`config.mk`:
```
export PLATFORM = sky130hd
export DESIGN_NAME = wls_supervisor
export DESIGN_NICKNAME = d
export VERILOG_FILES = /design/src/wls_pkg.sv /design/src/wls_supervisor.sv
export SDC_FILE = /design/constraint.sdc
export NUM_CORES = 1
export LEC_CHECK = 0
export BUFFER_PORTS_ARGS = -buffer_cell sky130_fd_sc_hd__clkbuf_2
export CAP_MARGIN = 25
export CORE_UTILIZATION = 55
export DETAILED_ROUTE_END_ITERATION = 10
export PLACE_DENSITY = 0.76
export SYNTH_ARGS = -nofsm -noshare
export SYNTH_HDL_FRONTEND = slang
export SYNTH_SLANG_ARGS = --single-unit
export TNS_END_PERCENT = 20
```
`constraint.sdc`:
```
create_clock -name clk_i -period 3.3 [get_ports clk_i]
set_clock_uncertainty 0.2 [all_clocks]
set_input_delay 0.165 -clock clk_i [delete_from_list [all_inputs] [get_ports clk_i]]
set_output_delay 0.165 -clock clk_i [all_outputs]
set_load 0.05 [all_outputs]
```
`src/wls_pkg.sv`:
```
package wls_pkg;
    localparam int CLK_PERIOD_NS = 8;

    // register offsets
    localparam logic [5:0] ADDR_FAULT_SUMMARY = 6'h00;
    localparam logic [5:0] ADDR_LAMP_FAULT = 6'h03;
    localparam logic [5:0] ADDR_WD_STATUS = 6'h05;
    localparam logic [5:0] ADDR_WD_CONTROL = 6'h11;

    // device_fault_summary fields
    localparam int SUM_MASTER_BIT = 0;
    localparam int SUM_UNDERVOLT_BIT = 1;
    localparam int SUM_EXT_RESET_BIT = 2;
    // lamp_fault_status fields
    localparam int LF_OC_ONE_BIT = 0;
    localparam int LF_OL_ONE_BIT = 1;
    localparam int LF_OC_TWO_BIT = 2;
    localparam int LF_OL_TWO_BIT = 3;
    localparam int LF_OT_BIT = 6;
    // watchdog_count_status fields
    localparam int WS_COUNT_LSB = 0;
    localparam int WS_OK_BIT = 3;
    localparam int WS_FAULT_BIT = 4;
    // watchdog_control fields
    localparam int WC_LOW_LSB = 0;
    localparam int WC_HIGH_LSB = 2;
    localparam int WC_ENABLE_BIT = 4;
    localparam int WC_GE_ONE_BIT = 5;
    localparam int WC_GE_TWO_BIT = 6;
    localparam logic [7:0] WD_CONTROL_RESET = 8'h00;

    localparam logic [2:0] WD_COUNT_FULL = 3'h7;
    localparam logic [2:0] WD_COUNT_BAD_STEP = 3'h3;
    localparam logic [2:0] WD_COUNT_RESET = 3'h0;

    // times in microseconds
    localparam int OC_BLANK_US = 10;
    localparam int OT_DEGLITCH_US = 20;
    localparam int RST_PULSE_US = 10;
    localparam int RESTART_DELAY_US = 30;
    localparam int WIN_LO_US0 = 1;
    localparam int WIN_LO_US1 = 2;
    localparam int WIN_LO_US2 = 3;
    localparam int WIN_LO_US3 = 4;
    localparam int WIN_HI_US0 = 4;
    localparam int WIN_HI_US1 = 8;
    localparam int WIN_HI_US2 = 12;
    localparam int WIN_HI_US3 = 16;

    // least time: round up to whole cycles
    function automatic logic [13:0] us_to_cycles(input int us);
        return 14'((us * 1000 + CLK_PERIOD_NS - 1) / CLK_PERIOD_NS);
    endfunction : us_to_cycles

    localparam logic [13:0] OC_BLANK_CYC = us_to_cycles(OC_BLANK_US);
    localparam logic [13:0] OT_DEGLITCH_CYC = us_to_cycles(OT_DEGLITCH_US);
    localparam logic [13:0] RST_PULSE_CYC = us_to_cycles(RST_PULSE_US);
    localparam logic [13:0] RESTART_DELAY_CYC = us_to_cycles(RESTART_DELAY_US);

    function automatic logic [13:0] win_low_cycles(input logic [1:0] code);
        case (code)
            2'h0: return us_to_cycles(WIN_LO_US0);
            2'h1: return us_to_cycles(WIN_LO_US1);
            2'h2: return us_to_cycles(WIN_LO_US2);
            default: return us_to_cycles(WIN_LO_US3);
        endcase
    endfunction : win_low_cycles

    function automatic logic [13:0] win_high_cycles(input logic [1:0] code);
        case (code)
            2'h0: return us_to_cycles(WIN_HI_US0);
            2'h1: return us_to_cycles(WIN_HI_US1);
            2'h2: return us_to_cycles(WIN_HI_US2);
            default: return us_to_cycles(WIN_HI_US3);
        endcase
    endfunction : win_high_cycles

    typedef enum logic [1:0] {
        WD_RESET_PULSE = 2'b00,
        WD_HOLDOFF = 2'b01,
        WD_RUN = 2'b10
    } wls_wd_state_t;

    typedef struct packed {
        logic rd;
        logic wr;
        logic [5:0] addr;
        logic [7:0] wdata;
    } wls_reg_req_t;

    typedef struct packed {
        logic undervoltage;
        logic overtemp;
        logic [1:0] open_load;
        logic [1:0] overcurrent;
    } wls_fault_in_t;
endpackage : wls_pkg

```
`src/wls_supervisor.sv`:
```
`timescale 1ns/10ps
`default_nettype none

module wls_supervisor (
    input wire logic clk_i,
    input wire logic reset_i,
    input wire wls_pkg::wls_reg_req_t reg_req_i,
    output logic [7:0] reg_rdata_o,
    input wire logic watchdog_strobe_input_i,
    input wire logic lamp_gate_input_one_i,
    input wire logic lamp_gate_input_two_i,
    input wire wls_pkg::wls_fault_in_t fault_in_i,
    input wire logic reset_line_in_i,
    output logic reset_line_oe_o,
    output logic low_voltage_lamp_driver_oe_o,
    output logic lamp_driver_one_o,
    output logic lamp_driver_two_o,
    output logic watchdog_ok_flag_o,
    output logic watchdog_fault_bit_o,
    output logic function_inhibit_o
);
    localparam int NSYNC = 10;

    logic [NSYNC-1:0] pins_raw;
    logic [NSYNC-1:0] sync1_reg;
    logic [NSYNC-1:0] sync2_reg;
    logic strobe_s, strobe_prev_reg, rline_s;
    logic [1:0] gate_s, oc_s, ol_s;
    logic ot_s, uv_s;

    assign pins_raw = {reset_line_in_i, fault_in_i, lamp_gate_input_two_i, lamp_gate_input_one_i,
                       watchdog_strobe_input_i};

    // second stage alone feeds logic
    always_ff @(posedge clk_i) begin
        if (reset_i) begin
            sync1_reg <= '0;
            sync2_reg <= '0;
            strobe_prev_reg <= 1'b0;
        end else begin
            sync1_reg <= pins_raw;
            sync2_reg <= sync1_reg;
            strobe_prev_reg <= sync2_reg[0];
        end
    end

    assign strobe_s = sync2_reg[0];
    assign gate_s = sync2_reg[2:1];
    assign oc_s = sync2_reg[4:3];
    assign ol_s = sync2_reg[6:5];
    assign ot_s = sync2_reg[7];
    assign uv_s = sync2_reg[8];
    assign rline_s = sync2_reg[9];

    // register access
    logic [7:0] ctrl_reg;
    logic rd_sum, rd_lamp, rd_wd, wr_ctrl;
    logic watchdog_enable_bit;
    assign rd_sum = reg_req_i.rd && reg_req_i.addr == wls_pkg::ADDR_FAULT_SUMMARY;
    assign rd_lamp = reg_req_i.rd && reg_req_i.addr == wls_pkg::ADDR_LAMP_FAULT;
    assign rd_wd = reg_req_i.rd && reg_req_i.addr == wls_pkg::ADDR_WD_STATUS;
    assign wr_ctrl = reg_req_i.wr && reg_req_i.addr == wls_pkg::ADDR_WD_CONTROL;
    assign watchdog_enable_bit = ctrl_reg[wls_pkg::WC_ENABLE_BIT];

    always_ff @(posedge clk_i) begin
        if (reset_i) begin
            ctrl_reg <= wls_pkg::WD_CONTROL_RESET;
        end else if (wr_ctrl) begin
            ctrl_reg <= reg_req_i.wdata;
        end
    end

    // deglitch: index 0/1 overcurrent, 2 overtemperature
    logic [13:0] dg_cnt_reg [3];
    logic [2:0] dg_det;
    logic [2:0] dg_raw;
    assign dg_raw = {ot_s, oc_s};

    always_ff @(posedge clk_i) begin
        if (reset_i) begin
            for (int i = 0; i < 3; i++) begin
                dg_cnt_reg[i] <= '0;
            end
        end else begin
            for (int i = 0; i < 3; i++) begin
                if (!dg_raw[i]) begin
                    dg_cnt_reg[i] <= '0;
                end else if (!dg_det[i]) begin
                    dg_cnt_reg[i] <= dg_cnt_reg[i] + 14'h0001;
                end
            end
        end
    end

    assign dg_det[0] = dg_cnt_reg[0] >= wls_pkg::OC_BLANK_CYC;
    assign dg_det[1] = dg_cnt_reg[1] >= wls_pkg::OC_BLANK_CYC;
    assign dg_det[2] = dg_cnt_reg[2] >= wls_pkg::OT_DEGLITCH_CYC;

    // lamp drivers and fault flags
    logic [1:0] lamp_on_reg;
    logic [1:0] ge;
    logic [1:0] ol_set;
    logic watchdog_fault_bit_reg, wd_ok_reg;
    logic [7:0] lamp_fault_reg, lamp_fault_set;
    logic [2:0] sum_reg;
    logic erst_set;
    logic lamp_block;

    assign ge = {ctrl_reg[wls_pkg::WC_GE_TWO_BIT], ctrl_reg[wls_pkg::WC_GE_ONE_BIT]};
    // present conditions and the enabled watchdog fault bit; stored fault flags never gate drivers
    assign lamp_block = dg_det[2] || uv_s || (watchdog_enable_bit && watchdog_fault_bit_reg);
    assign ol_set = ol_s & ~lamp_on_reg;

    always_ff @(posedge clk_i) begin
        if (reset_i) begin
            lamp_on_reg <= '0;
        end else begin
            lamp_on_reg <= gate_s & ge & {2{!lamp_block}};
        end
    end

    always_comb begin
        lamp_fault_set = 8'h00;
        lamp_fault_set[wls_pkg::LF_OC_ONE_BIT] = dg_det[0];
        lamp_fault_set[wls_pkg::LF_OC_TWO_BIT] = dg_det[1];
        lamp_fault_set[wls_pkg::LF_OL_ONE_BIT] = ol_set[0];
        lamp_fault_set[wls_pkg::LF_OL_TWO_BIT] = ol_set[1];
        lamp_fault_set[wls_pkg::LF_OT_BIT] = dg_det[2];
    end

    // set wins over the read-clear
    always_ff @(posedge clk_i) begin
        if (reset_i) begin
            lamp_fault_reg <= '0;
        end else begin
            lamp_fault_reg <= (lamp_fault_reg & {8{!rd_lamp}}) | lamp_fault_set;
        end
    end

    always_ff @(posedge clk_i) begin
        if (reset_i) begin
            sum_reg <= '0;
        end else begin
            sum_reg[wls_pkg::SUM_MASTER_BIT] <= (sum_reg[wls_pkg::SUM_MASTER_BIT] && !rd_sum)
                || (|dg_det[1:0]) || (|ol_set);
            sum_reg[wls_pkg::SUM_UNDERVOLT_BIT] <= (sum_reg[wls_pkg::SUM_UNDERVOLT_BIT] && !rd_sum)
                || uv_s;
            sum_reg[wls_pkg::SUM_EXT_RESET_BIT] <= (sum_reg[wls_pkg::SUM_EXT_RESET_BIT] && !rd_sum)
                || erst_set;
        end
    end

    // watchdog
    wls_pkg::wls_wd_state_t wd_state_reg;
    logic [13:0] wd_timer_reg, width_reg, idle_reg;
    logic [2:0] wd_count_reg, count_next;
    logic measuring_reg, rst_drive_reg;
    logic rise, fall, good_pulse, bad_pulse, timeout;
    logic [13:0] lo_lim, hi_lim;
    logic [14:0] idle_lim;

    assign rise = strobe_s && !strobe_prev_reg;
    assign fall = !strobe_s && strobe_prev_reg;
    assign lo_lim = wls_pkg::win_low_cycles(ctrl_reg[wls_pkg::WC_LOW_LSB +: 2]);
    assign hi_lim = wls_pkg::win_high_cycles(ctrl_reg[wls_pkg::WC_HIGH_LSB +: 2]);
    assign idle_lim = {hi_lim, 1'b0};
    assign good_pulse = fall && measuring_reg && width_reg >= lo_lim && width_reg <= hi_lim;
    assign bad_pulse = fall && measuring_reg && !good_pulse;
    assign timeout = {1'b0, idle_reg} >= idle_lim;

    always_comb begin
        count_next = wd_count_reg;
        if (good_pulse && wd_count_reg != wls_pkg::WD_COUNT_FULL) begin
            count_next = wd_count_reg + 3'h1;
        end else if (bad_pulse) begin
            count_next = (wd_count_reg < wls_pkg::WD_COUNT_BAD_STEP) ? wls_pkg::WD_COUNT_RESET
                : wd_count_reg - wls_pkg::WD_COUNT_BAD_STEP;
        end
    end

    // power-on enters the reset pulse directly
    always_ff @(posedge clk_i) begin
        if (reset_i) begin
            wd_state_reg <= wls_pkg::WD_RESET_PULSE;
            wd_timer_reg <= wls_pkg::RST_PULSE_CYC;
            rst_drive_reg <= 1'b1;
            wd_count_reg <= wls_pkg::WD_COUNT_RESET;
            watchdog_fault_bit_reg <= 1'b0;
            wd_ok_reg <= 1'b0;
            width_reg <= '0;
            idle_reg <= '0;
            measuring_reg <= 1'b0;
        end else begin
            case (wd_state_reg)
                wls_pkg::WD_RESET_PULSE: begin
                    rst_drive_reg <= 1'b1;
                    wd_ok_reg <= 1'b0;
                    wd_timer_reg <= wd_timer_reg - 14'h0001;
                    if (wd_timer_reg <= 14'h0001) begin
                        wd_state_reg <= wls_pkg::WD_HOLDOFF;
                        wd_timer_reg <= wls_pkg::RESTART_DELAY_CYC;
                        rst_drive_reg <= 1'b0;
                    end
                end
                wls_pkg::WD_HOLDOFF: begin
                    wd_timer_reg <= wd_timer_reg - 14'h0001;
                    wd_count_reg <= wls_pkg::WD_COUNT_RESET;
                    measuring_reg <= 1'b0;
                    idle_reg <= '0;
                    if (wd_timer_reg <= 14'h0001) begin
                        wd_state_reg <= wls_pkg::WD_RUN;
                    end
                end
                wls_pkg::WD_RUN: begin
                    if (!watchdog_enable_bit) begin
                        wd_count_reg <= wls_pkg::WD_COUNT_RESET;
                        watchdog_fault_bit_reg <= 1'b0;
                        wd_ok_reg <= 1'b0;
                        measuring_reg <= 1'b0;
                        idle_reg <= '0;
                    end else begin
                        idle_reg <= (rise || fall) ? 14'h0000 : (timeout ? idle_reg : idle_reg + 14'h0001);
                        if (rise) begin
                            width_reg <= '0;
                            measuring_reg <= 1'b1;
                        end else if (fall) begin
                            measuring_reg <= 1'b0;
                        end else if (measuring_reg && width_reg != '1) begin
                            width_reg <= width_reg + 14'h0001;
                        end
                        wd_count_reg <= count_next;
                        if (count_next == wls_pkg::WD_COUNT_RESET || timeout) begin
                            watchdog_fault_bit_reg <= 1'b1;
                            wd_ok_reg <= 1'b0;
                        end else if (count_next == wls_pkg::WD_COUNT_FULL) begin
                            watchdog_fault_bit_reg <= 1'b0;
                            wd_ok_reg <= 1'b1;
                        end
                        if (bad_pulse && wd_count_reg != wls_pkg::WD_COUNT_RESET
                            && count_next == wls_pkg::WD_COUNT_RESET) begin
                            wd_state_reg <= wls_pkg::WD_RESET_PULSE;
                            wd_timer_reg <= wls_pkg::RST_PULSE_CYC;
                            rst_drive_reg <= 1'b1;
                        end
                    end
                end
                default: begin
                    wd_state_reg <= wls_pkg::WD_RESET_PULSE;
                    wd_timer_reg <= wls_pkg::RST_PULSE_CYC;
                    rst_drive_reg <= 1'b1;
                end
            endcase
        end
    end

    // external reset: ignore our own drive until it has passed the synchroniser
    logic [2:0] drive_hist_reg;
    logic ext_low_reg;
    always_ff @(posedge clk_i) begin
        if (reset_i) begin
            drive_hist_reg <= '1;
            ext_low_reg <= 1'b0;
        end else begin
            drive_hist_reg <= {drive_hist_reg[1:0], rst_drive_reg};
            if (!rline_s && !rst_drive_reg && drive_hist_reg == 3'h0) begin
                ext_low_reg <= 1'b1;
            end else if (rline_s) begin
                ext_low_reg <= 1'b0;
            end
        end
    end
    assign erst_set = rline_s && ext_low_reg;

    // outputs
    always_ff @(posedge clk_i) begin
        if (reset_i) begin
            reg_rdata_o <= '0;
            low_voltage_lamp_driver_oe_o <= 1'b0;
            lamp_driver_one_o <= 1'b0;
            lamp_driver_two_o <= 1'b0;
            watchdog_ok_flag_o <= 1'b0;
            watchdog_fault_bit_o <= 1'b0;
            function_inhibit_o <= 1'b0;
        end else begin
            low_voltage_lamp_driver_oe_o <= wd_ok_reg;
            lamp_driver_one_o <= lamp_on_reg[0];
            lamp_driver_two_o <= lamp_on_reg[1];
            watchdog_ok_flag_o <= wd_ok_reg;
            watchdog_fault_bit_o <= watchdog_fault_bit_reg;
            function_inhibit_o <= watchdog_enable_bit && watchdog_fault_bit_reg;
            if (rd_sum) begin
                reg_rdata_o <= {5'h00, sum_reg};
            end else if (rd_lamp) begin
                reg_rdata_o <= lamp_fault_reg;
            end else if (rd_wd) begin
                reg_rdata_o <= {3'h0, watchdog_fault_bit_reg, wd_ok_reg, wd_count_reg};
            end else if (reg_req_i.rd && reg_req_i.addr == wls_pkg::ADDR_WD_CONTROL) begin
                reg_rdata_o <= ctrl_reg;
            end else if (reg_req_i.rd) begin
                reg_rdata_o <= 8'h00;
            end
        end
    end
    assign reset_line_oe_o = rst_drive_reg;
endmodule : wls_supervisor

`default_nettype wire

```
==> impl_metrics.ini <==
[grt]
grt_pass1_vias = 5794
antenna_found_initial = 0
grt_pass1_wl_mm = 27.3
globalRouteOverflowTotal = 0
grt.total_usage_pct = 24.4
grt_max_degree = 47

[setup_path]
cp_max_fo = 7
worstPathArrival_ns = 3.29
path_class = reg -> reg
cp.required_ns = 3.41
startpoint_type = register
crit_path_end_kind = register

[detailed_routing]
drcViolationCount = 0
drt_first_pass_iters = 5
viasPerCell = 5.65
drtAntennaViolNets = 0
vias = 5958
wl_per_cell_um = 15.3
dr.first_iter.drc_count = 522
wl_mm = 16.2

[power]
power_switching_uw = 913
ir_worst_vdd_v = 0.000373
intPower_mw = 3.22
switching_share_pct = 22.1
p_leak_nw = 3.46
p_seq_share_pct = 48.2
p_per_area_mw_per_mm2 = 474
combPwrFrac_pct = 4.1
pwr-share-clk_pct = 47.8

[cts]
cts.sinks = 152
cts_root_buf = clkbuf_16
cts_max_path_buffers = 2
cts_buffers = 17
worst_skew_pair.late_latency_ns = 0.42
htreeDepth = 4
cts_tree = built
clk_pin_slew_ns = 0.07

[placement]
dpl_cell_area_mm2 = 0.00779
dp.cells = 994
hpwl_mm = 11.1
place.gp.congestion = 0.854
port-buffer-count = 42

[sta]
hold_viol = 0
fin_crit_sh_pct = 96.3
max_freq_mhz = 315
setup_viol = 0
slew_violations = 0
fin_tns_setup_ns = 0
worst_pin_slew_ns = 0.926
rsz0062_at_grt = yes
final.min_clock_period_ns = 3.18
max_slew_margin_pct = 37.7
timing.hold.ws_ns = 0.0341

[floorplanning]
die_y_um = 118
start_util_pct = 57.4
row_count = 41
die_w_um = 118
core_area_mm2 = 0.0128
dieArea_mm2 = 0.0138
io_pins = 43

[layout]
fin_nets = 944
syn_to_final_growth_pct = 18.5
drive_above_1_share_pct = 12.8
design_area_mm2 = 0.00872
diodes = 0
largest_reg_flops = 42
finalNonFillerCells = 1054

[yosys]
synth-edff-count = 42
yosys_most_used_dff = dfxtp_1
synth_cell_types = 68
synth.avg_cell_area_um2 = 9.36
synth_area_mm2 = 0.00736
ys_ff_latch = 152
netlist_instances = 786
ys_seq_area_share_pct = 47.1
ys_warn_count = 0
synthArstFlopShare_pct = 0

[job]
max_cap_violations = 0

[outcome]
status = complete, no violations

[hold_path]
hold_class = in -> reg
[cell families after synthesis]
logic type | count (synthesis) | share of synthesized area, %
buffers and inverters | 70 | 3.76
and+or+nand+nor | 333 | 21.8
DFF | 152 | 47.1
other | 1 | 0.0509
AOI/OAI and AO/OA | 120 | 11.6
muxes | 11 | 1.51
xor gates and xnor gates | 52 | 6.19
adders and majority gates | 47 | 7.99
[final cells by class]
class	count	area, µm²
flip-flops and latches	152	3470
clock buffers	22	507
well taps	172	215
fillers	1012	4100
multi-input cells	571	3680
clock inverters	10	106
inverters	46	173
repair buffers	81	573
[critical path: stages (launching register included)]
cell and delay [ns]:
dfxtp_1 0.36, inv_1 0.12, ha_1 0.21, or2_2 0.32
ha_1 0.28, nand3_1 0.09, nor3_2 0.23, o31ai_4 0.16
or2_4 0.31, a211oi_1 0.37, o21ai_1 0.12, a221o_1 0.30
[power by group through the flow]
| stage | sequential (mW) | combinational [mW] | clock [mW] |
|---|---|---|---|
| after floorplan | 2.02 | 0.0937 | 0 |
| after global placement | 2.03 | 0.132 | 0 |
| after detailed placement | 2.03 | 0.139 | 0 |
| after CTS | 1.99 | 0.166 | 2.00 |
| after global routing | 1.99 | 0.186 | 2.09 |
| final | 1.99 | 0.169 | 1.97 |
[synth_stat cells, drive strengths merged, types with 17 or more instances]
master  count  area, µm²
nand2      53        201
nor2b      26        163
clkbuf     19       71.3
nor3       25        130
xor2       19        166
o21ai      24        131
edfxtp     42       1260
inv        46        173
ha         47        588
nand3      36        180
a21oi      32        160
and3       17        106
dfxtp     110       2200
nor2      122        460
xnor2      33        289
[layout by cell type (no fill, tap or decap), drive strengths merged, types with 5 or more instances in the layout]
| master | count |
|---|---|
| nor4 | 12 |
| nand2 | 53 |
| nor2b | 26 |
| or2 | 9 |
| buf | 11 |
| xnor2 | 33 |
| and2 | 6 |
| or3 | 7 |
| xor2 | 19 |
| a22oi | 5 |
| a211oi | 7 |
| edfxtp | 42 |
| clkbuf | 64 |
| nor3 | 25 |
| inv | 50 |
| mux2i | 10 |
| nor2 | 122 |
| dfxtp | 110 |
| a2111oi | 8 |
| a31oi | 7 |
| nand3 | 36 |
| and3 | 17 |
| dlygate4sd3 | 28 |
| conb | 8 |
| o21ai | 24 |
| a222oi | 7 |
| a21oi | 32 |
| ha | 47 |
[per-layer routing]
layer / vias to the layer above / global-route usage, % / wire (µm)
met1: 2842 / 30.3 / 7040
met4: 0 / 9.62 / 324
met2: 178 / 40.8 / 8010
li1: 2910 / - / -
met5: - / 0 / 0
met3: 28 / 5.77 / 789
[stage by stage]
step                      power, mW  util [%]  setup slack (ns)
after floorplan                2.11         -             0.232
after global placement         2.16      60.8             0.126
after detailed placement       2.17      60.8           -0.0289
after CTS                      4.16      67.8            0.0240
after global routing           4.27      68.0           -0.0234
final                          4.13      68.0             0.121
[worst paths after layout]
| kind | slack, ns | cells past startpoint | end | from |
|---|---|---|---|---|
| max | 0.12 | 11 | watchdog_fault_bit_reg$_SDFFE_PP0P_ | ctrl_reg[3]$_SDFFE_PP0P_ |
| min reg2reg | 0.22 | 2 | lamp_on_reg[1]$_SDFF_PP0_ | sync2_reg[2]$_SDFF_PP0_ |
| min | 0.03 | 4 | reg_rdata_o[7]$_SDFFE_PP0P_ | reg_req_i[15] |
| max reg2reg | 0.12 | 11 | watchdog_fault_bit_reg$_SDFFE_PP0P_ | ctrl_reg[3]$_SDFFE_PP0P_ |
[timing repair]
action,CTS,global route
hold buffers,28,0
resized for setup,1,8
setup buffers,0,0
endpoints found under the setup margin,3,22
hold endpoints to repair,19,0
pin swaps,0,3
(Power assumes the default switching activity.)
